===== config.mk =====
export PLATFORM = sky130hd
export DESIGN_NAME = sws_config_regs
export DESIGN_NICKNAME = d
export VERILOG_FILES = /design/src/core/sws_pkg.sv /design/src/core/sws_config_regs.sv
export VERILOG_INCLUDE_DIRS = /design/src /design/src/core
export SDC_FILE = /design/constraint.sdc
export NUM_CORES = 1
export LEC_CHECK = 0
export BUFFER_PORTS_ARGS = -buffer_cell sky130_fd_sc_hd__buf_2
export CAP_MARGIN = 20
export CORE_MARGIN = 2
export CORE_UTILIZATION = 60
export CTS_CLUSTER_SIZE = 8
export DETAILED_ROUTE_END_ITERATION = 7
export PLACE_DENSITY_LB_ADDON = 0.2
export SYNTH_ARGS = -nofsm -noshare
export SYNTH_HDL_FRONTEND = slang
export SYNTH_SLANG_ARGS = --single-unit

===== constraint.sdc =====
create_clock -name clk -period 3.1 [get_ports clk]
set_input_delay 0.775 -clock clk [delete_from_list [all_inputs] [get_ports clk]]
set_output_delay 0.775 -clock clk [all_outputs]
set_load 0.005 [all_outputs]

===== src/core/sws_consts.svh =====
// Offsets, reset values, field positions and timing of the switch
// configuration bank. Assumes inclusion by bare name, once per unit.
`ifndef SWS_CONSTS_SVH
`define SWS_CONSTS_SVH

// ----------------------------------------
// Register offsets
// ----------------------------------------
`define SWS_OFF_HS 8'h00
`define SWS_OFF_AUX 8'h01
`define SWS_OFF_RX 8'h10
`define SWS_OFF_PLO 8'h11
`define SWS_OFF_PHI 8'h12
`define SWS_OFF_EQLO 8'h13
`define SWS_OFF_EQHI 8'h14
`define SWS_OFF_TX 8'h20

// ----------------------------------------
// Reset values
// ----------------------------------------
`define SWS_RST_HS 8'h40
`define SWS_RST_AUX 8'h40
`define SWS_RST_RX 8'h01
`define SWS_RST_PLO 8'h00
`define SWS_RST_PHI 8'h00
`define SWS_RST_EQLO 8'h00
`define SWS_RST_EQHI 8'h00
`define SWS_RST_TX 8'h03

// ----------------------------------------
// Field positions, bus address and illegal source code
// ----------------------------------------
`define SWS_EN_BIT 6
`define SWS_TERM_BIT 0
`define SWS_ADDR_HI 6'b100100
`define SWS_SRC_BAD 2'b11

// ----------------------------------------
// Timing
// ----------------------------------------
`define SWS_PULSE_MS 100
`define SWS_CLK_KHZ 200000
`define SWS_PULSE_CYCLES (`SWS_PULSE_MS * `SWS_CLK_KHZ)

`endif


===== src/core/sws_pkg.sv =====
// Types shared by the switch configuration bank.
// Assumes nothing beyond a SystemVerilog compiler.
package sws_pkg;

  // Configuration as seen by the switch fabric
  typedef struct packed {
    logic fastPathEnable;
    logic [1:0] fastSourceSelect;
    logic sideSwitchEnable;
    logic [1:0] sideSourceSelect;
    logic inputTermOn;
    logic [11:0] eqLevelSelect;
    logic [1:0] outEmphasisLevel;
    logic outTermOn;
    logic outCurrentLevel;
  } sws_cfg_t;

  // Strapped parallel control pins
  typedef struct packed {
    logic enable;
    logic [1:0] source;
    logic eq;
    logic [1:0] emphasis;
    logic current;
  } sws_par_t;

  typedef enum logic [2:0] {
    ST_IDLE, ST_RECV, ST_ACK, ST_SEND, ST_MACK
  } sws_state_t;

  typedef enum logic [1:0] {
    PH_DEV, PH_REG, PH_DATA
  } sws_phase_t;

endpackage : sws_pkg


===== src/core/sws_config_regs.sv =====
// Configuration register bank of a three-to-one link switch, reached
// as a slave on a two-wire serial bus. Assumes SCL, SDA, the address
// strap and the parallel pins are asynchronous; SDA is open drain.
//
// Notes on behaviour
// - All registers readable and writable over serial bus
// - Address LSB follows the address strap pin
// - Serial addressing disables parallel pins until reset
// - Auxiliary mode register, enable bit6, reset 0x40
// - Input termination bit0 at 0x10, reset on
// - Pulse enables A/B channels at 0x11
// - Pulse enables C channels at 0x12 low
// - Pulse bit drops termination on fast source change
// - Transmitter settings at 0x20, reset 0x03
// - Upper address bits 100100, sent MSB first
// - Source codes 00/01/10 select A/B/C
// - Termination dropped for 100 ms
// - Fast enable clear puts channels in standby
`include "sws_consts.svh"

module sws_config_regs #(
  parameter int PULSE_CYCLES = `SWS_PULSE_CYCLES
) (
  input wire logic clk,
  input wire logic reset_n,
  input wire logic sclIn,
  input wire logic sdaIn,
  output logic sdaOut,
  output logic sdaOeN,
  input wire logic slaveAddrLsbStrap,
  input wire sws_pkg::sws_par_t parPins,
  output sws_pkg::sws_cfg_t cfgOut,
  output logic [11:0] inputTermConnect,
  output logic serialActive
);
  import sws_pkg::*;

  localparam int PW = $bits(sws_par_t);
  localparam int SW = PW + 3;
  localparam int CW = $clog2(PULSE_CYCLES + 1);

  // ----------------------------------------
  // Input synchronisers
  // ----------------------------------------
  logic [SW-1:0] syncA_reg;
  logic [SW-1:0] syncB_reg;
  logic sclPrev_reg;
  logic sdaPrev_reg;
  wire [SW-1:0] rawIn = {sclIn, sdaIn, slaveAddrLsbStrap, parPins};

  always_ff @(posedge clk) begin
    if (!reset_n) begin
      // Bus lines rest high, so no false edge follows reset
      syncA_reg <= {2'b11, {(SW-2){1'b0}}};
      syncB_reg <= {2'b11, {(SW-2){1'b0}}};
      sclPrev_reg <= 1'b1;
      sdaPrev_reg <= 1'b1;
    end else begin
      syncA_reg <= rawIn;
      syncB_reg <= syncA_reg;
      sclPrev_reg <= syncB_reg[SW-1];
      sdaPrev_reg <= syncB_reg[SW-2];
    end
  end

  wire sclS = syncB_reg[SW-1];
  wire sdaS = syncB_reg[SW-2];
  wire strapS = syncB_reg[SW-3];
  sws_par_t parS;
  assign parS = sws_par_t'(syncB_reg[PW-1:0]);

  wire sclRise = sclS & ~sclPrev_reg;
  wire sclFall = ~sclS & sclPrev_reg;
  wire bothHigh = sclS & sclPrev_reg;
  wire startCond = bothHigh & sdaPrev_reg & ~sdaS;
  wire stopCond = bothHigh & ~sdaPrev_reg & sdaS;

  // ----------------------------------------
  // Register storage
  // ----------------------------------------
  logic [2:0] hsMode_reg;
  logic [2:0] auxMode_reg;
  logic rxTerm_reg;
  logic [7:0] pulseLo_reg;
  logic [3:0] pulseHi_reg;
  logic [7:0] eqLo_reg;
  logic [3:0] eqHi_reg;
  logic [3:0] txSet_reg;

  // Reserved bits always read as zero
  function automatic logic [7:0] readByte(input logic [7:0] ptr);
    logic [7:0] v;
    v = 8'h00;
    case (ptr)
      `SWS_OFF_HS: v = {1'b0, hsMode_reg[2], 4'h0,
                        hsMode_reg[1:0]};
      `SWS_OFF_AUX: v = {1'b0, auxMode_reg[2], 4'h0,
                         auxMode_reg[1:0]};
      `SWS_OFF_RX: v = {7'h00, rxTerm_reg};
      `SWS_OFF_PLO: v = pulseLo_reg;
      `SWS_OFF_PHI: v = {4'h0, pulseHi_reg};
      `SWS_OFF_EQLO: v = eqLo_reg;
      `SWS_OFF_EQHI: v = {4'h0, eqHi_reg};
      `SWS_OFF_TX: v = {4'h0, txSet_reg};
      default: v = 8'h00;
    endcase
    return v;
  endfunction : readByte

  // ----------------------------------------
  // Serial slave
  // ----------------------------------------
  sws_state_t state_reg;
  sws_phase_t phase_reg;
  logic [3:0] bitCnt_reg;
  logic [7:0] shift_reg;
  logic [7:0] regPtr_reg;
  logic readMode_reg;
  logic sdaDrive_reg;
  logic serialSeen_reg;

  wire byteDone = (state_reg == ST_RECV) & sclFall & (bitCnt_reg == 4'h8);
  wire devMatch = shift_reg[7:1] == {`SWS_ADDR_HI, strapS};
  wire devByte = byteDone & (phase_reg == PH_DEV);
  wire addrHit = devByte & devMatch;
  wire addrMiss = devByte & ~devMatch;
  wire wrStrobe = byteDone & (phase_reg == PH_DATA);
  // Process form so that register updates, not only pointer moves, refresh it
  logic [7:0] rdByte;
  always_comb rdByte = readByte(regPtr_reg);
  wire [7:0] ptrInc = regPtr_reg + 8'h01;

  always_ff @(posedge clk) begin
    if (!reset_n) begin
      state_reg <= ST_IDLE;
      phase_reg <= PH_DEV;
      bitCnt_reg <= 4'h0;
      shift_reg <= 8'h00;
      regPtr_reg <= 8'h00;
      readMode_reg <= 1'b0;
      sdaDrive_reg <= 1'b0;
    end else if (startCond) begin
      state_reg <= ST_RECV;
      phase_reg <= PH_DEV;
      bitCnt_reg <= 4'h0;
      sdaDrive_reg <= 1'b0;
    end else if (stopCond) begin
      state_reg <= ST_IDLE;
      sdaDrive_reg <= 1'b0;
    end else begin
      unique case (state_reg)
        ST_IDLE: begin
        end
        ST_RECV: begin
          if (sclRise && bitCnt_reg != 4'h8) begin
            shift_reg <= {shift_reg[6:0], sdaS};
            bitCnt_reg <= bitCnt_reg + 4'h1;
          end else if (addrMiss) begin
            state_reg <= ST_IDLE;
          end else if (byteDone) begin
            state_reg <= ST_ACK;
            sdaDrive_reg <= 1'b1;
            bitCnt_reg <= 4'h0;
            if (phase_reg == PH_DEV) begin
              readMode_reg <= shift_reg[0];
              phase_reg <= PH_REG;
            end else if (phase_reg == PH_REG) begin
              regPtr_reg <= shift_reg;
              phase_reg <= PH_DATA;
            end else begin
              regPtr_reg <= ptrInc;
            end
          end
        end
        ST_ACK, ST_MACK: begin
          if (state_reg == ST_MACK && sclRise && sdaS) begin
            state_reg <= ST_IDLE;
          end else if (sclFall && readMode_reg) begin
            state_reg <= ST_SEND;
            shift_reg <= rdByte;
            sdaDrive_reg <= ~rdByte[7];
            regPtr_reg <= ptrInc;
            bitCnt_reg <= 4'h1;
          end else if (sclFall) begin
            state_reg <= ST_RECV;
            sdaDrive_reg <= 1'b0;
          end
        end
        ST_SEND: begin
          if (sclFall && bitCnt_reg == 4'h8) begin
            state_reg <= ST_MACK;
            sdaDrive_reg <= 1'b0;
          end else if (sclFall) begin
            sdaDrive_reg <= ~shift_reg[6];
            shift_reg <= {shift_reg[6:0], 1'b0};
            bitCnt_reg <= bitCnt_reg + 4'h1;
          end
        end
      endcase
    end
  end

  // Open drain: only ever pulls low
  assign sdaOut = 1'b0;
  assign sdaOeN = ~sdaDrive_reg;

  // ----------------------------------------
  // Register writes
  // ----------------------------------------
  wire [7:0] wd = shift_reg;
  // Code 11 would leave no source routed, so the source field of such a write is dropped; the enable bit is still stored
  wire srcOk = wd[1:0] != `SWS_SRC_BAD;
  localparam logic [7:0] RHS = `SWS_RST_HS;
  localparam logic [7:0] RAUX = `SWS_RST_AUX;
  localparam logic [7:0] RRX = `SWS_RST_RX;
  localparam logic [7:0] RPLO = `SWS_RST_PLO;
  localparam logic [7:0] RPHI = `SWS_RST_PHI;
  localparam logic [7:0] REQLO = `SWS_RST_EQLO;
  localparam logic [7:0] REQHI = `SWS_RST_EQHI;
  localparam logic [7:0] RTX = `SWS_RST_TX;

  always_ff @(posedge clk) begin
    if (!reset_n) begin
      hsMode_reg <= {RHS[`SWS_EN_BIT], RHS[1:0]};
      auxMode_reg <= {RAUX[`SWS_EN_BIT], RAUX[1:0]};
      rxTerm_reg <= RRX[`SWS_TERM_BIT];
      pulseLo_reg <= RPLO;
      pulseHi_reg <= RPHI[3:0];
      eqLo_reg <= REQLO;
      eqHi_reg <= REQHI[3:0];
      txSet_reg <= RTX[3:0];
    end else if (wrStrobe) begin
      case (regPtr_reg)
        `SWS_OFF_HS: begin
          hsMode_reg[2] <= wd[`SWS_EN_BIT];
          if (srcOk) hsMode_reg[1:0] <= wd[1:0];
        end
        `SWS_OFF_AUX: begin
          auxMode_reg[2] <= wd[`SWS_EN_BIT];
          if (srcOk) auxMode_reg[1:0] <= wd[1:0];
        end
        `SWS_OFF_RX: rxTerm_reg <= wd[`SWS_TERM_BIT];
        `SWS_OFF_PLO: pulseLo_reg <= wd;
        `SWS_OFF_PHI: pulseHi_reg <= wd[3:0];
        `SWS_OFF_EQLO: eqLo_reg <= wd;
        `SWS_OFF_EQHI: eqHi_reg <= wd[3:0];
        `SWS_OFF_TX: txSet_reg <= wd[3:0];
        default: begin
        end
      endcase
    end
  end

  // ----------------------------------------
  // Control source and termination pulse
  // ----------------------------------------
  always_ff @(posedge clk) begin
    if (!reset_n) serialSeen_reg <= 1'b0;
    else if (addrHit) serialSeen_reg <= 1'b1;
  end

  sws_cfg_t serCfg;
  sws_cfg_t parCfg;
  sws_cfg_t cfgNext;
  assign serCfg = '{hsMode_reg[2], hsMode_reg[1:0], auxMode_reg[2],
                    auxMode_reg[1:0], rxTerm_reg, {eqHi_reg, eqLo_reg},
                    txSet_reg[3:2], txSet_reg[1], txSet_reg[0]};
  assign parCfg = '{parS.enable, parS.source, auxMode_reg[2],
                    auxMode_reg[1:0], rxTerm_reg, {12{parS.eq}},
                    parS.emphasis, txSet_reg[1], parS.current};
  assign cfgNext = serialSeen_reg ? serCfg : parCfg;

  logic [CW-1:0] pulseCnt_reg;
  wire srcChange = cfgNext.fastSourceSelect != cfgOut.fastSourceSelect;

  always_ff @(posedge clk) begin
    if (!reset_n) begin
      cfgOut <= parCfg;
      pulseCnt_reg <= '0;
    end else begin
      // Fast enable low leaves the fabric in standby
      cfgOut <= cfgNext;
      if (srcChange) pulseCnt_reg <= CW'(PULSE_CYCLES);
      else if (pulseCnt_reg != '0) pulseCnt_reg <= pulseCnt_reg - 1'b1;
    end
  end

  wire pulsing = pulseCnt_reg != '0;
  wire [11:0] pulseVec = {pulseHi_reg, pulseLo_reg};
  assign inputTermConnect = {12{cfgOut.inputTermOn}}
                          & ~(pulseVec & {12{pulsing}});
  assign serialActive = serialSeen_reg;
endmodule : sws_config_regs


# After elaboration in Yosys (flattened, before gate mapping)
# Cells that the tools add are included.
[totals]
regBits = 133
inputBits = 12
out_inout_bits = 38
wordCells = 187
[op_classes]
addsub = 3
eq_ne = 38
mux = 48
n_bitwise = 29
n_reduce_logical = 35
[ops]
columns = ["cell", "count"]
rows = [
  ["2-to-1 mux 8 bit", 12],
  ["one-hot mux 8 bit (8 select lines)", 1],
  ["2-to-1 mux 25 bit", 2],
  ["2-to-1 mux 23 bit", 2],
  ["== test 8 x 5 -> 1 bit (second input constant)", 5],
  ["2-to-1 mux 4 bit", 7],
  ["nonzero test 25 bit", 1],
  ["subtractor 25 x 1 -> 25 bit (second input constant)", 1],
  ["bitwise AND 12 bit", 2],
  ["one-hot mux 8 bit (3 select lines)", 1],
  ["2-to-1 mux 3 bit", 7],
  ["inequality test 2 bit (second input constant)", 10],
  ["inequality test 4 bit (second input constant)", 4],
  ["one-hot mux 8 bit (2 select lines)", 1],
  ["AND reduction 2 bit", 8],
  ["AND reduction 8 bit", 2],
  ["AND reduction 7 bit", 2],
  ["bitwise AND 1 bit", 13],
  ["inverter 1 bit", 13],
  ["inverter 12 bit", 1],
  ["one-hot mux 4 bit (3 select lines)", 1],
  ["2-to-1 mux 1 bit", 10],
  ["AND reduction 5 bit", 2],
  ["inequality test 3 bit (second input constant)", 3],
  ["30 further kinds", 42],
]

# Depth between registers and ports, before layout
# Gate-level depths: netlist of run 1.
[logic_depth]
word_depth = 11
mapped_depth = 9
mapped_depth_nobuf = 7

# Least setup slack after synthesis of run 1
# Ideal clock, no wire load.
[synth_path]
path_type = "register -> output"
start = "register pulseCnt_reg[13]"
end = "output inputTermConnect[0]"
arrival_time_ns = 1.832
required_ns = 2.325
path_slack_ns = 0.493
path_stages_with_launch = 7
path_cell_list = "dfxtp_1 > or4_1 > clkbuf_1 > nor2_1 > nand4_1 > buf_2 > a21boi_0"
[synth_between]
elab_chain_cells = 4
[synth_rtl]
columns = ["item", "line", "rtl"]
rows = [
  ["start: declaration", "sws_config_regs.sv:273", "logic [CW-1:0] pulseCnt_reg;"],
  ["start signal: assignment", "sws_config_regs.sv:283", "if (srcChange) pulseCnt_reg <= CW'(PULSE_CYCLES);"],
  ["start signal: assignment", "sws_config_regs.sv:284", "else if (pulseCnt_reg != '0) pulseCnt_reg <= pulseCnt_reg - 1'b1;"],
  ["nonzero test 25 bit", "sws_config_regs.sv:288", "wire pulsing = pulseCnt_reg != '0;"],
  ["bitwise AND 12 bit", "sws_config_regs.sv:291", "& ~(pulseVec & {12{pulsing}});"],
  ["inverter 12 bit", "sws_config_regs.sv:291", ""],
  ["bitwise AND 12 bit", "sws_config_regs.sv:291", ""],
  ["end: declaration", "sws_config_regs.sv:33", "output logic [11:0] inputTermConnect,"],
]
# Every way passes these cells.

# Worst setup path after layout of run 1
[layout_path]
start = "register pulseCnt_reg[3]"
end = "output inputTermConnect[6]"
# Same word-level chain as after synthesis.

==> results of run 1 <==
-- per-layer routing --
metal | track usage (%) | up-vias | wire length, µm
li1 | - | 2671 | -
met1 | 39.57 | 2618 | 7260
met2 | 42.95 | 226 | 6884
met3 | 5.212 | 33 | 1059
met4 | 12.12 | 0 | 297
met5 | 0 | - | 0
-- critical path: stages, from the launching register on --
cell	delay [ps]
sky130_fd_sc_hd__dfxtp_1	370
sky130_fd_sc_hd__or4_4	590
sky130_fd_sc_hd__nor2_1	140
sky130_fd_sc_hd__nand4_1	90
sky130_fd_sc_hd__buf_4	190
sky130_fd_sc_hd__a21boi_0	180
sky130_fd_sc_hd__buf_2	140
-- cell usage in the layout (no fill, tap or decap), drive strengths merged, types with 4 or more instances in the layout --
cell,n
ha,8
bufinv,4
mux2i,15
nand3,29
o31a,4
or3,9
a21boi,13
dfxtp,133
a311oi,9
and2,18
buf,60
inv,20
o221a,5
a31o,4
nor3b,5
xor2,9
a31oi,5
a21oi,55
or4,10
o211ai,4
o31ai,7
nor3,17
nand2b,12
a211oi,8
xnor2,10
o21ai,27
a32o,4
nand4,4
clkbuf,17
mux2,9
or3b,5
nor4,9
nand2,74
nor2b,5
and3,11
a21o,14
a22oi,10
nand3b,4
nor2,47
o22ai,4
-- power by group through the flow --
stage                     registers (mW)  clock network (mW)  logic (mW)
after CTS                           1.89                2.12       0.614
after floorplan                     1.89                   0       0.487
after detailed placement            1.92                   0       0.594
after global routing                1.91                2.19       0.689
after global placement              1.92                   0       0.581
final                               1.89                2.10       0.632
-- logic make-up (layout without fill, tap and decap cells) --
family / Yosys count / after routing
multiplexers: 24 / 24
XOR/XNOR: 19 / 19
AND/OR/NAND/NOR: 272 / 272
other: 1 / 1
AO/OA/AOI/OAI: 194 / 194
flip-flops: 133 / 133
buffers and inverters: 66 / 107
adder cells (fa/ha/maj): 8 / 8
-- area by class of cell --
class                   instances  area, µm²
clock buffers                  17      414.1
clock inverters                14      200.2
fillers                       772       3057
inverters                      16      60.06
multi-input cells             518       3337
flip-flops and latches        133       2663
well taps                     136      170.2
repair buffers                 60      330.3
-- metrics by stage --
step           hold WS (ps)  std cells
2_1_floorplan         347.1        717
3_3_place_gp          365.3        861
3_5_place_dp          367.2        861
4_1_cts               381.1        893
5_1_grt               389.3        894
6_report              382.9        894
-- worst paths after layout --
check | cells after the start | from | end
worst max-delay path | 6 | pulseCnt_reg[3] | inputTermConnect[6]
worst min-delay path | 0 | txSet_reg[1] | cfgOut[1]
worst max register to register | 7 | regPtr_reg[0] | shift_reg[2]
worst min register to register | 0 | txSet_reg[1] | cfgOut[1]
-- repair_timing --
| action | in CTS | in global routing |
|---|---|---|
| resized for setup | 3 | 6 |
| setup buffers | 1 | 1 |
| cloned | 0 | 0 |
| pin swaps | 1 | 2 |
| setup endpoints to repair | 12 | 12 |
==> insert_results.sql, run 1 <==
INSERT INTO impl_metrics (metric_group, metric, value, unit) VALUES
('timing', 'finClkSkew', '8.858', 'ps'),
('floorplanning', 'coreArea', '10230', 'µm²'),
('drt', 'avgRoutedWirePerCell', '17.34', 'µm'),
('place', 'routabilityCongestion', '0.9221', ''),
('synthesis', 'synth_flop_cell', 'sky130_fd_sc_hd__dfxtp_1', ''),
('drt', 'drt_iter0_markers', '406', ''),
('clock_tree', 'cts_num_sinks', '133', ''),
('timing', 'hold_viol_final', '0', ''),
('floorplanning', 'placementRows', '37', ''),
('grt', 'global_route.usage.total', '28.31', '%'),
('clock_tree', 'cts_max_level', '4', ''),
('timing', 'final_min_period_over_clock_period', '96.93', '%'),
('clock_tree', 'clkTransAtPathRegs', '60', 'ps'),
('drt', 'post_drt_via_cell_ratio', '6.206', ''),
('synthesis', 'mappedNetlistNets', '737', ''),
('grt', 'grt_first_pass_wirelength', '25590', 'µm'),
('floorplanning', 'ioPinCount', '50', ''),
('setup_path', 'timing.critical_path.arrival', '2230', 'ps'),
('place', 'placement.setup.worst_slack', '272.0', 'ps'),
('synthesis', 'synth_top_cells_by_count', 'sky130_fd_sc_hd__dfxtp_1 (133), sky130_fd_sc_hd__nand2_1 (74), sky130_fd_sc_hd__a21oi_1 (55), sky130_fd_sc_hd__nor2_1 (46), sky130_fd_sc_hd__clkbuf_1 (36)', ''),
('synthesis', 'synth_edf_count', '0', ''),
('drt', 'dr_total_vias', '5548', ''),
('power', 'power_frac_clock', '45.4', '%'),
('synthesis', 'synthSimpleGateAreaFrac', '23.08', '%'),
('clock_tree', 'hold_bufs_inserted_after_cts', '0', ''),
('synthesis', 'compound_gate_fraction_of_synth_area', '21.56', '%'),
('place', 'place.port_buffers', '48', ''),
('layout', 'final_net_count', '766', ''),
('power', 'seq_power_share', '40.9', '%'),
('power', 'switch_share', '26.99', '%'),
('outcome', 'run_status', 'finished, final reports clean', ''),
('layout', 'finalCoreUtilization', '70.12', '%'),
('drt', 'detail_route.first_pass.iterations', '5', ''),
('synthesis', 'synthCells', '717', ''),
('setup_path', 'critical_path_required', '2320', 'ps'),
('layout', 'area_delta_synth_final', '14.59', '%'),
('clock_tree', 'clock_path_buffers', '2', ''),
('floorplanning', 'area_of_the_die', '11270', 'µm²'),
('timing', 'worstMarginPinSlew', '998.4', 'ps'),
('power', 'net-switching-power', '1.249', 'mW'),
('synthesis', 'synth_mux_area_share', '4.017', '%'),
('clock_tree', 'ctsRootBufferMaster', 'sky130_fd_sc_hd__clkbuf_8', ''),
('timing', 'timing.fmax', '332.8', 'MHz'),
('layout', 'largest_reg_flops', '25', ''),
('power', 'internal-power', '3.377', 'mW'),
('synthesis', 'post_synth_instance_area', '6261', 'µm²'),
('power', 'power.density', '644.8', 'nW/µm²'),
('place', 'placed_area', '6531', 'µm²'),
('synthesis', 'yosys.cell_count.top_type', 'sky130_fd_sc_hd__dfxtp_1', ''),
('grt', 'grt_remaining_overflow', '0', ''),
('synthesis', 'top_area_cells_in_the_synthesized_netlist', 'sky130_fd_sc_hd__dfxtp_1 (43%), sky130_fd_sc_hd__nand2_1 (4.4%), sky130_fd_sc_hd__a21oi_1 (4.4%)', ''),
('synthesis', 'ys_warn_count', '0', ''),
('synthesis', 'synth_top_cell_by_area', 'sky130_fd_sc_hd__dfxtp_1', ''),
('power', 'total_power', '4.626', 'mW'),
('timing', 'final_max_slew_viol_count', '0', ''),
('drt', 'routed_wirelength', '15500', 'µm'),
('synthesis', 'post_synth_fa_ha_maj_area_fraction', '1.599', '%'),
('clock_tree', 'clk-insertion-delay-late', '530', 'ps'),
('clock_tree', 'cts_made_buffers', '17', ''),
('setup_path', 'rrSetupSlack', '430', 'ps'),
('min_path', 'worstHoldPathType', 'flop to flop', ''),
('synthesis', 'async_flop_share', '0', '%'),
('job', 'max_cap_viols', '0', ''),
('place', 'detailed_place_hpwl', '10450', 'µm'),
('layout', 'antenna_diode_count', '0', ''),
('floorplanning', 'die_y', '106.2', 'µm'),
('timing', 'finalWorstPathRequiredPeriod', '3005', 'ps'),
('synthesis', 'synth_xor_area_share', '2.658', '%'),
('synthesis', 'synth.yosys.seq_area_share', '42.53', '%'),
('grt', 'largest_net_degree_at_the_start_of_global_routing', '48', ''),
('floorplanning', 'chipWidth', '106.2', 'µm');
(Power assumes the default switching activity.)
==> run 2: changes to the inputs <==
clock period = 3.3 ns   (was 3.1 ns; I/O delays follow)
==> run 2 against run 1 <==
  * Hold slack improved by 0.97 ps
  * Highest routed layer unchanged
  * Global-route usage rose by 0.81 points
  * Combinational power fell by 4.7%
  * Non-clock buffer count fell by 1
  * Clock power fell by 2%
  * Final cell count did not move
  * Utilization rose by 0.21 points
  * First-iteration DRC count rose by 17%
  * Sequential share of layout area fell by 0.11 points
  * Setup slack improved by 24 ps
  * Power fell by 4.1%
==> insert_results.sql, run 2 (same netlist as run 1, synthesis figures left out) <==
INSERT INTO impl_metrics (metric_group, metric, value, unit) VALUES
('outcome', 'run_status', 'finished, final reports clean', ''),
('setup_path', 'max_stage_delay', '620', 'ps'),
('setup_path', 'r2r.worst_path.cells', '7', ''),
('layout', 'largest_reg_flops', '25', ''),
('setup_path', 'worstSetupStartpointType', 'flop', ''),
('timing', 'final_min_period_over_clock_period', '96.38', '%'),
('clock_tree', 'hold_bufs_inserted_after_cts', '0', ''),
('drt', 'routed_wirelength', '15980', 'µm'),
('job', 'max_cap_viols', '0', ''),
('clock_tree', 'cts_made_buffers', '17', ''),
('floorplanning', 'placementRows', '37', ''),
('timing', 'worstMarginPinSlew', '941.1', 'ps'),
('timing', 'report.final.setup_viol', '0', ''),
('clock_tree', 'tritoncts', 'done', ''),
('grt', 'largest_net_degree_at_the_start_of_global_routing', '48', ''),
('setup_path', 'timing.critical_path.arrival', '2360', 'ps'),
('place', 'routabilityCongestion', '0.8930', ''),
('setup_path', 'setup.worst_path.start', 'pulseCnt_reg[8]', ''),
('place', 'placed_area', '6524', 'µm²'),
('timing', 'hold_viol_final', '0', ''),
('setup_path', 'path_cells', 'or4_4 -> nor2_4 -> nand4_1 -> buf_6 -> a21boi_0 -> buf_2', ''),
('clock_tree', 'cts_num_sinks', '133', ''),
('grt', 'grt_first_pass_wirelength', '26250', 'µm'),
('floorplanning', 'chipWidth', '106.2', 'µm'),
('layout', 'layout-drive-gt1-share', '17.02', '%'),
('layout', 'post-route-cell-area', '7196', 'µm²'),
('setup_path', 'endpoint_kind', 'output pin', ''),
('clock_tree', 'clk-insertion-delay-late', '520', 'ps'),
('layout', 'final_net_count', '765', ''),
('place', 'placement.setup.worst_slack', '486.2', 'ps'),
('setup_path', 'worst_path_max_delay_cell', 'sky130_fd_sc_hd__or4_4', ''),
('power', 'vdd_ir_drop_max', '0.3253', 'mV'),
('min_path', 'worstHoldPathType', 'flop to flop', ''),
('grt', 'antenna_violations_before_repair', '0', ''),
('drt', 'drc_errors', '0', ''),
('place', 'detailed_place_hpwl', '10450', 'µm'),
('setup_path', 'crit-reg2reg-launch', 'regPtr_reg[0]', ''),
('floorplanning', 'area_of_the_die', '11270', 'µm²'),
('timing', 'finalWorstPathRequiredPeriod', '3180', 'ps'),
('layout', 'antenna_diode_count', '0', ''),
('layout', 'area_delta_synth_final', '14.93', '%'),
('setup_path', 'worst-path-max-fanout', '21', ''),
('setup_path', 'worst_setup_endpoint', 'inputTermConnect[2]', ''),
('setup_path', 'rrSetupSlack', '690', 'ps'),
('drt', 'post_drt_via_cell_ratio', '6.252', ''),
('clock_tree', 'ctsRootBufferMaster', 'sky130_fd_sc_hd__clkbuf_8', ''),
('power', 'cellLeakagePower', '2.885', 'nW'),
('layout', 'mostFrequentLayoutCells', 'sky130_fd_sc_hd__dfxtp_1 (133), sky130_fd_sc_hd__nand2_1 (74), sky130_fd_sc_hd__a21oi_1 (55)', ''),
('min_path', 'cell_count_of_the_worst_hold_path', '0', ''),
('setup_path', 'timing.rr.end', 'shift_reg[3]', ''),
('floorplanning', 'die_y', '106.2', 'µm'),
('grt', 'first_global_vias', '5232', ''),
('drt', 'drt_iter0_markers', '477', ''),
('timing', 'final_max_slew_viol_count', '0', ''),
('setup_path', 'worst-setup-path-type', 'flop to output pin', ''),
('setup_path', 'critical_path_required', '2470', 'ps'),
('timing', 'timing.fmax', '314.4', 'MHz'),
('timing', 'slew_headroom', '37.13', '%'),
('place', 'place.port_buffers', '48', ''),
('grt', 'grt_remaining_overflow', '0', ''),
('power', 'power.density', '616.7', 'nW/µm²'),
('timing', 'finClkSkew', '11.23', 'ps'),
('power', 'total_power', '4.438', 'mW'),
('timing', 'final_critical_path_setup_slack', '119.6', 'ps'),
('clock_tree', 'cts_max_level', '4', ''),
('clock_tree', 'clkTransAtPathRegs', '60', 'ps'),
('drt', 'dr_total_vias', '5589', ''),
('floorplanning', 'ioPinCount', '50', ''),
('clock_tree', 'clock_path_buffers', '2', ''),
('drt', 'detail_route.first_pass.iterations', '5', ''),
('drt', 'avgRoutedWirePerCell', '17.88', 'µm'),
('floorplanning', 'coreArea', '10230', 'µm²'),
('floorplanning', 'start_util', '61.20', '%'),
('layout', 'layout_commonest_cell', 'sky130_fd_sc_hd__dfxtp_1', ''),
('drt', 'antenna_left', '0', ''),
('grt', 'global_route.usage.total', '29.12', '%'),
('timing', 'final.setup.tns', '0', 'ps');
## run 2: repair_timing
item / in CTS / in global routing
pin swaps: 0 / 1
resized for setup: 3 / 5
endpoints found under the setup margin: 12 / 12
setup buffers: 0 / 2
## run 2: worst min path at each step
stage                   start         end  slack [ps]
5_1_grt        auxMode_reg[2]  cfgOut[19]         390
3_3_place_gp       rxTerm_reg  cfgOut[16]         360
2_1_floorplan  auxMode_reg[2]  cfgOut[19]         350
4_1_cts        auxMode_reg[2]  cfgOut[19]         380
6_report       auxMode_reg[2]  cfgOut[19]         380
3_5_place_dp   auxMode_reg[1]  cfgOut[18]         380
## run 2: worst max-delay path: cells and delay by family (launching register included)
family / cells / cell delay [ps]
AOI/OAI and AO/OA: 1 / 190
buffers and inverters: 2 / 320
DFF: 1 / 360
and+or+nand+nor: 3 / 970
## run 2: cell type report
class                           count  area [µm²]
Clock buffer                       18       417.9
Clock inverter                     14       222.7
Fill cell                         788        3035
Inverter                           16       60.06
Multi-Input combinational cell    518        3336
Sequential cell                   133        2663
Tap cell                          136       170.2
Timing Repair Buffer               59       326.6
## run 2: where the power goes
part	internal [mW]	switching, mW	leakage, nW
Combinational	0.244	0.358	1.49
Sequential	1.69	0.0920	1.08
Clock	1.32	0.739	0.312
## run 2: through the flow
step                instances  hold slack [ps]  utilization [%]
detailed placement        860            375.7            63.76
floorplan                 717            347.1                -
CTS                       892            384.2            70.15
global placement          860            364.3            63.76
finish                    894            383.8            70.33
global route              894            391.3            70.33
## run 2: per-layer routing
metal / wire length [µm] / vias up / GRT usage (%)
met5: 0 / - / 0
met2: 7361 / 244 / 46.34
met3: 1159 / 21 / 5.028
li1: - / 2657 / -
met4: 255 / 0 / 9.868
met1: 7205 / 2667 / 40.14
==> run 3: changes to the inputs <==
CORE_MARGIN = default   (was 2)
==> run 3 against run 2 <==
  * Wire length down 0.59%
  * Die area down 3.7%
  * Register-to-register slack worse by 30 ps
  * Cell area down 0.28%
  * Combinational power down 0.8%
  * Fmax about the same
  * Sequential power about the same
  * Sequential cell count unchanged
==> insert_results.sql, run 3 (same netlist as run 1, synthesis figures left out) <==
INSERT INTO impl_metrics (metric_group, metric, value, unit) VALUES
('setup_path', 'timing.rr.end', 'shift_reg[3]', ''),
('power', 'cellLeakagePower', '2.870', 'nW'),
('clock_tree', 'cts_num_sinks', '133', ''),
('timing', 'finClkSkew', '5.685', 'ps'),
('power', 'power_frac_clock', '45.1', '%'),
('setup_path', 'crit-reg2reg-launch', 'regPtr_reg[0]', ''),
('floorplanning', 'chipWidth', '104.2', 'µm'),
('timing', 'rsz0062_at_grt', 'false', ''),
('clock_tree', 'clock_path_buffers', '2', ''),
('grt', 'first_global_vias', '5380', ''),
('grt', 'global_route.usage.total', '30.36', '%'),
('place', 'placed_area', '6528', 'µm²'),
('grt', 'met1_usage', '39.99', '%'),
('setup_path', 'max_stage_delay', '670', 'ps'),
('timing', 'report.final.setup_viol', '0', ''),
('job', 'max_cap_viols', '0', ''),
('layout', 'post-route-cell-area', '7176', 'µm²'),
('grt', 'antenna_violations_before_repair', '0', ''),
('floorplanning', 'ioPinCount', '50', ''),
('power', 'switch_share', '26.21', '%'),
('setup_path', 'rrSetupSlack', '660', 'ps'),
('outcome', 'run_status', 'finished, final reports clean', ''),
('timing', 'slew_headroom', '38.43', '%'),
('power', 'net-switching-power', '1.136', 'mW'),
('setup_path', 'worst_path_max_delay_cell', 'sky130_fd_sc_hd__or4_1', ''),
('timing', 'hold_viol_final', '0', ''),
('setup_path', 'critical_path_required', '2470', 'ps'),
('layout', 'area_delta_synth_final', '14.61', '%'),
('power', 'vdd_ir_drop_max', '0.4463', 'mV'),
('drt', 'drt_iter0_markers', '427', ''),
('power', 'comb_power_share', '13.8', '%'),
('clock_tree', 'cts_max_level', '4', ''),
('timing', 'timing.fmax', '314.2', 'MHz'),
('setup_path', 'setup.worst_path.start', 'pulseCnt_reg[3]', ''),
('grt', 'grt_util_met2', '48.52', '%'),
('setup_path', 'cp.buffers_inverters', '2', ''),
('power', 'power.density', '604.4', 'nW/µm²'),
('min_path', 'worstHoldPathType', 'flop to flop', ''),
('setup_path', 'worst-setup-path-type', 'flop to output pin', ''),
('drt', 'drc_errors', '0', ''),
('clock_tree', 'clkTransAtPathRegs', '60', 'ps'),
('floorplanning', 'coreArea', '9955', 'µm²'),
('layout', 'layout_commonest_cell', 'sky130_fd_sc_hd__dfxtp_1', ''),
('layout', 'mostFrequentLayoutCells', 'sky130_fd_sc_hd__dfxtp_1 (133), sky130_fd_sc_hd__nand2_1 (74), sky130_fd_sc_hd__a21oi_1 (55)', ''),
('layout', 'filler_cell_count', '732', ''),
('power', 'total_power', '4.337', 'mW'),
('clock_tree', 'cts_made_buffers', '17', ''),
('grt', 'grt_remaining_overflow', '0', ''),
('floorplanning', 'die_y', '104.2', 'µm'),
('layout', 'antenna_diode_count', '0', ''),
('setup_path', 'r2r.worst_path.cells', '7', ''),
('setup_path', 'path_cells', 'or4_1 -> nor2_1 -> nand4_1 -> buf_6 -> a21boi_0 -> buf_2', ''),
('clock_tree', 'tritoncts', 'done', ''),
('grt', 'grt_first_pass_wirelength', '26390', 'µm'),
('setup_path', 'worst_setup_endpoint', 'inputTermConnect[2]', ''),
('floorplanning', 'placementRows', '36', ''),
('setup_path', 'path_depth', '6', ''),
('setup_path', 'worst-path-max-fanout', '21', ''),
('clock_tree', 'ctsRootBufferMaster', 'sky130_fd_sc_hd__clkbuf_8', ''),
('drt', 'detail_route.first_pass.iterations', '5', ''),
('timing', 'final_max_slew_viol_count', '0', ''),
('clock_tree', 'clk-insertion-delay-late', '530', 'ps'),
('timing', 'final_min_period_over_clock_period', '96.45', '%'),
('grt', 'largest_net_degree_at_the_start_of_global_routing', '47', ''),
('layout', 'final_net_count', '765', ''),
('power', 'internal-power', '3.200', 'mW'),
('clock_tree', 'hold_bufs_inserted_after_cts', '0', ''),
('floorplanning', 'start_util', '62.90', '%'),
('grt', 'global_route.usage.met3', '7.393', '%'),
('drt', 'avgRoutedWirePerCell', '17.83', 'µm'),
('timing', 'finalWorstPathRequiredPeriod', '3183', 'ps'),
('layout', 'layout-drive-gt1-share', '17.15', '%'),
('setup_path', 'endpoint_kind', 'output pin', ''),
('layout', 'finalCoreUtilization', '72.08', '%'),
('setup_path', 'critical_path.top_delay_family', 'simple AND/OR/NAND/NOR gates', ''),
('layout', 'largest_reg_flops', '25', ''),
('drt', 'dr_total_vias', '5596', ''),
('drt', 'routed_wirelength', '15890', 'µm'),
('timing', 'final.setup.tns', '0', 'ps'),
('power', 'seq_power_share', '41.1', '%'),
('setup_path', 'timing.critical_path.arrival', '2360', 'ps'),
('place', 'routabilityCongestion', '0.9062', ''),
('floorplanning', 'area_of_the_die', '10850', 'µm²'),
('drt', 'antenna_left', '0', ''),
('place', 'place.port_buffers', '48', ''),
('grt', 'global_route.peak_usage_layer', 'met2', ''),
('drt', 'post_drt_via_cell_ratio', '6.281', ''),
('setup_path', 'worstSetupStartpointType', 'flop', ''),
('timing', 'worstMarginPinSlew', '921.6', 'ps'),
('place', 'detailed_place_hpwl', '10670', 'µm');
[run 3: cell types whose count changed in the layout (fill, tap and decap cells not counted), moves of 2 or more]
cell                         previous run  this run
sky130_fd_sc_hd__a21boi_0               9        12
sky130_fd_sc_hd__a21boi_1               4         1
sky130_fd_sc_hd__clkbuf_8               1         3
sky130_fd_sc_hd__clkinv_4               2         0
sky130_fd_sc_hd__clkinvlp_4             1         3
[run 3: through the flow]
| step | setup WS, ps | std cells | hold WS (ps) |
|---|---|---|---|
| 5_1_grt | 7.049 | 891 | 382.8 |
| 4_1_cts | 47.16 | 890 | 376.7 |
| 3_3_place_gp | 593.9 | 858 | 357.2 |
| 2_1_floorplan | 643.1 | 717 | 347.1 |
| 6_report | 117.3 | 891 | 374.3 |
| 3_5_place_dp | 448.1 | 858 | 362.4 |
[run 3: repair_timing]
action | CTS | global route
cloned | 0 | 0
buffers inserted | 0 | 1
gates resized for setup | 3 | 3
pin swaps | 0 | 1
endpoints found under the setup margin | 12 | 12
[run 3: worst min path at each step]
| stage | startpoint | endpoint | depth (start not counted) |
|---|---|---|---|
| floorplan | auxMode_reg[2] | cfgOut[19] | 0 |
| global placement | rxTerm_reg | cfgOut[16] | 0 |
| detailed placement | rxTerm_reg | cfgOut[16] | 0 |
| CTS | auxMode_reg[1] | cfgOut[18] | 0 |
| global route | auxMode_reg[1] | cfgOut[18] | 0 |
| finish | auxMode_reg[1] | cfgOut[18] | 0 |
[run 3: power by group through the flow]
stage                     clock network, mW  registers (mW)  logic (mW)
final                                  1.96            1.78       0.597
after global routing                   2.05            1.79       0.653
after CTS                              1.98            1.78       0.577
after detailed placement                  0            1.81       0.557
after global placement                    0            1.80       0.538
after floorplan                           0            1.78       0.458
[run 3: metal layers]
metal,share of wire (%),vias up
li1,-,2651
met4,1.7,0
met3,6.3,26
met2,47,224
met5,0,-
met1,45,2695
[run 3: cell type report]
| class | instances | area, µm² | area share [%] |
|---|---|---|---|
| well taps | 133 | 166.4 | 2.319 |
| inverters | 16 | 60.06 | 0.8370 |
| multi-input cells | 518 | 3339 | 46.54 |
| clock buffers | 20 | 445.4 | 6.207 |
| clock inverters | 12 | 175.2 | 2.441 |
| repair buffers | 59 | 326.6 | 4.551 |
| flip-flops and latches | 133 | 2663 | 37.11 |
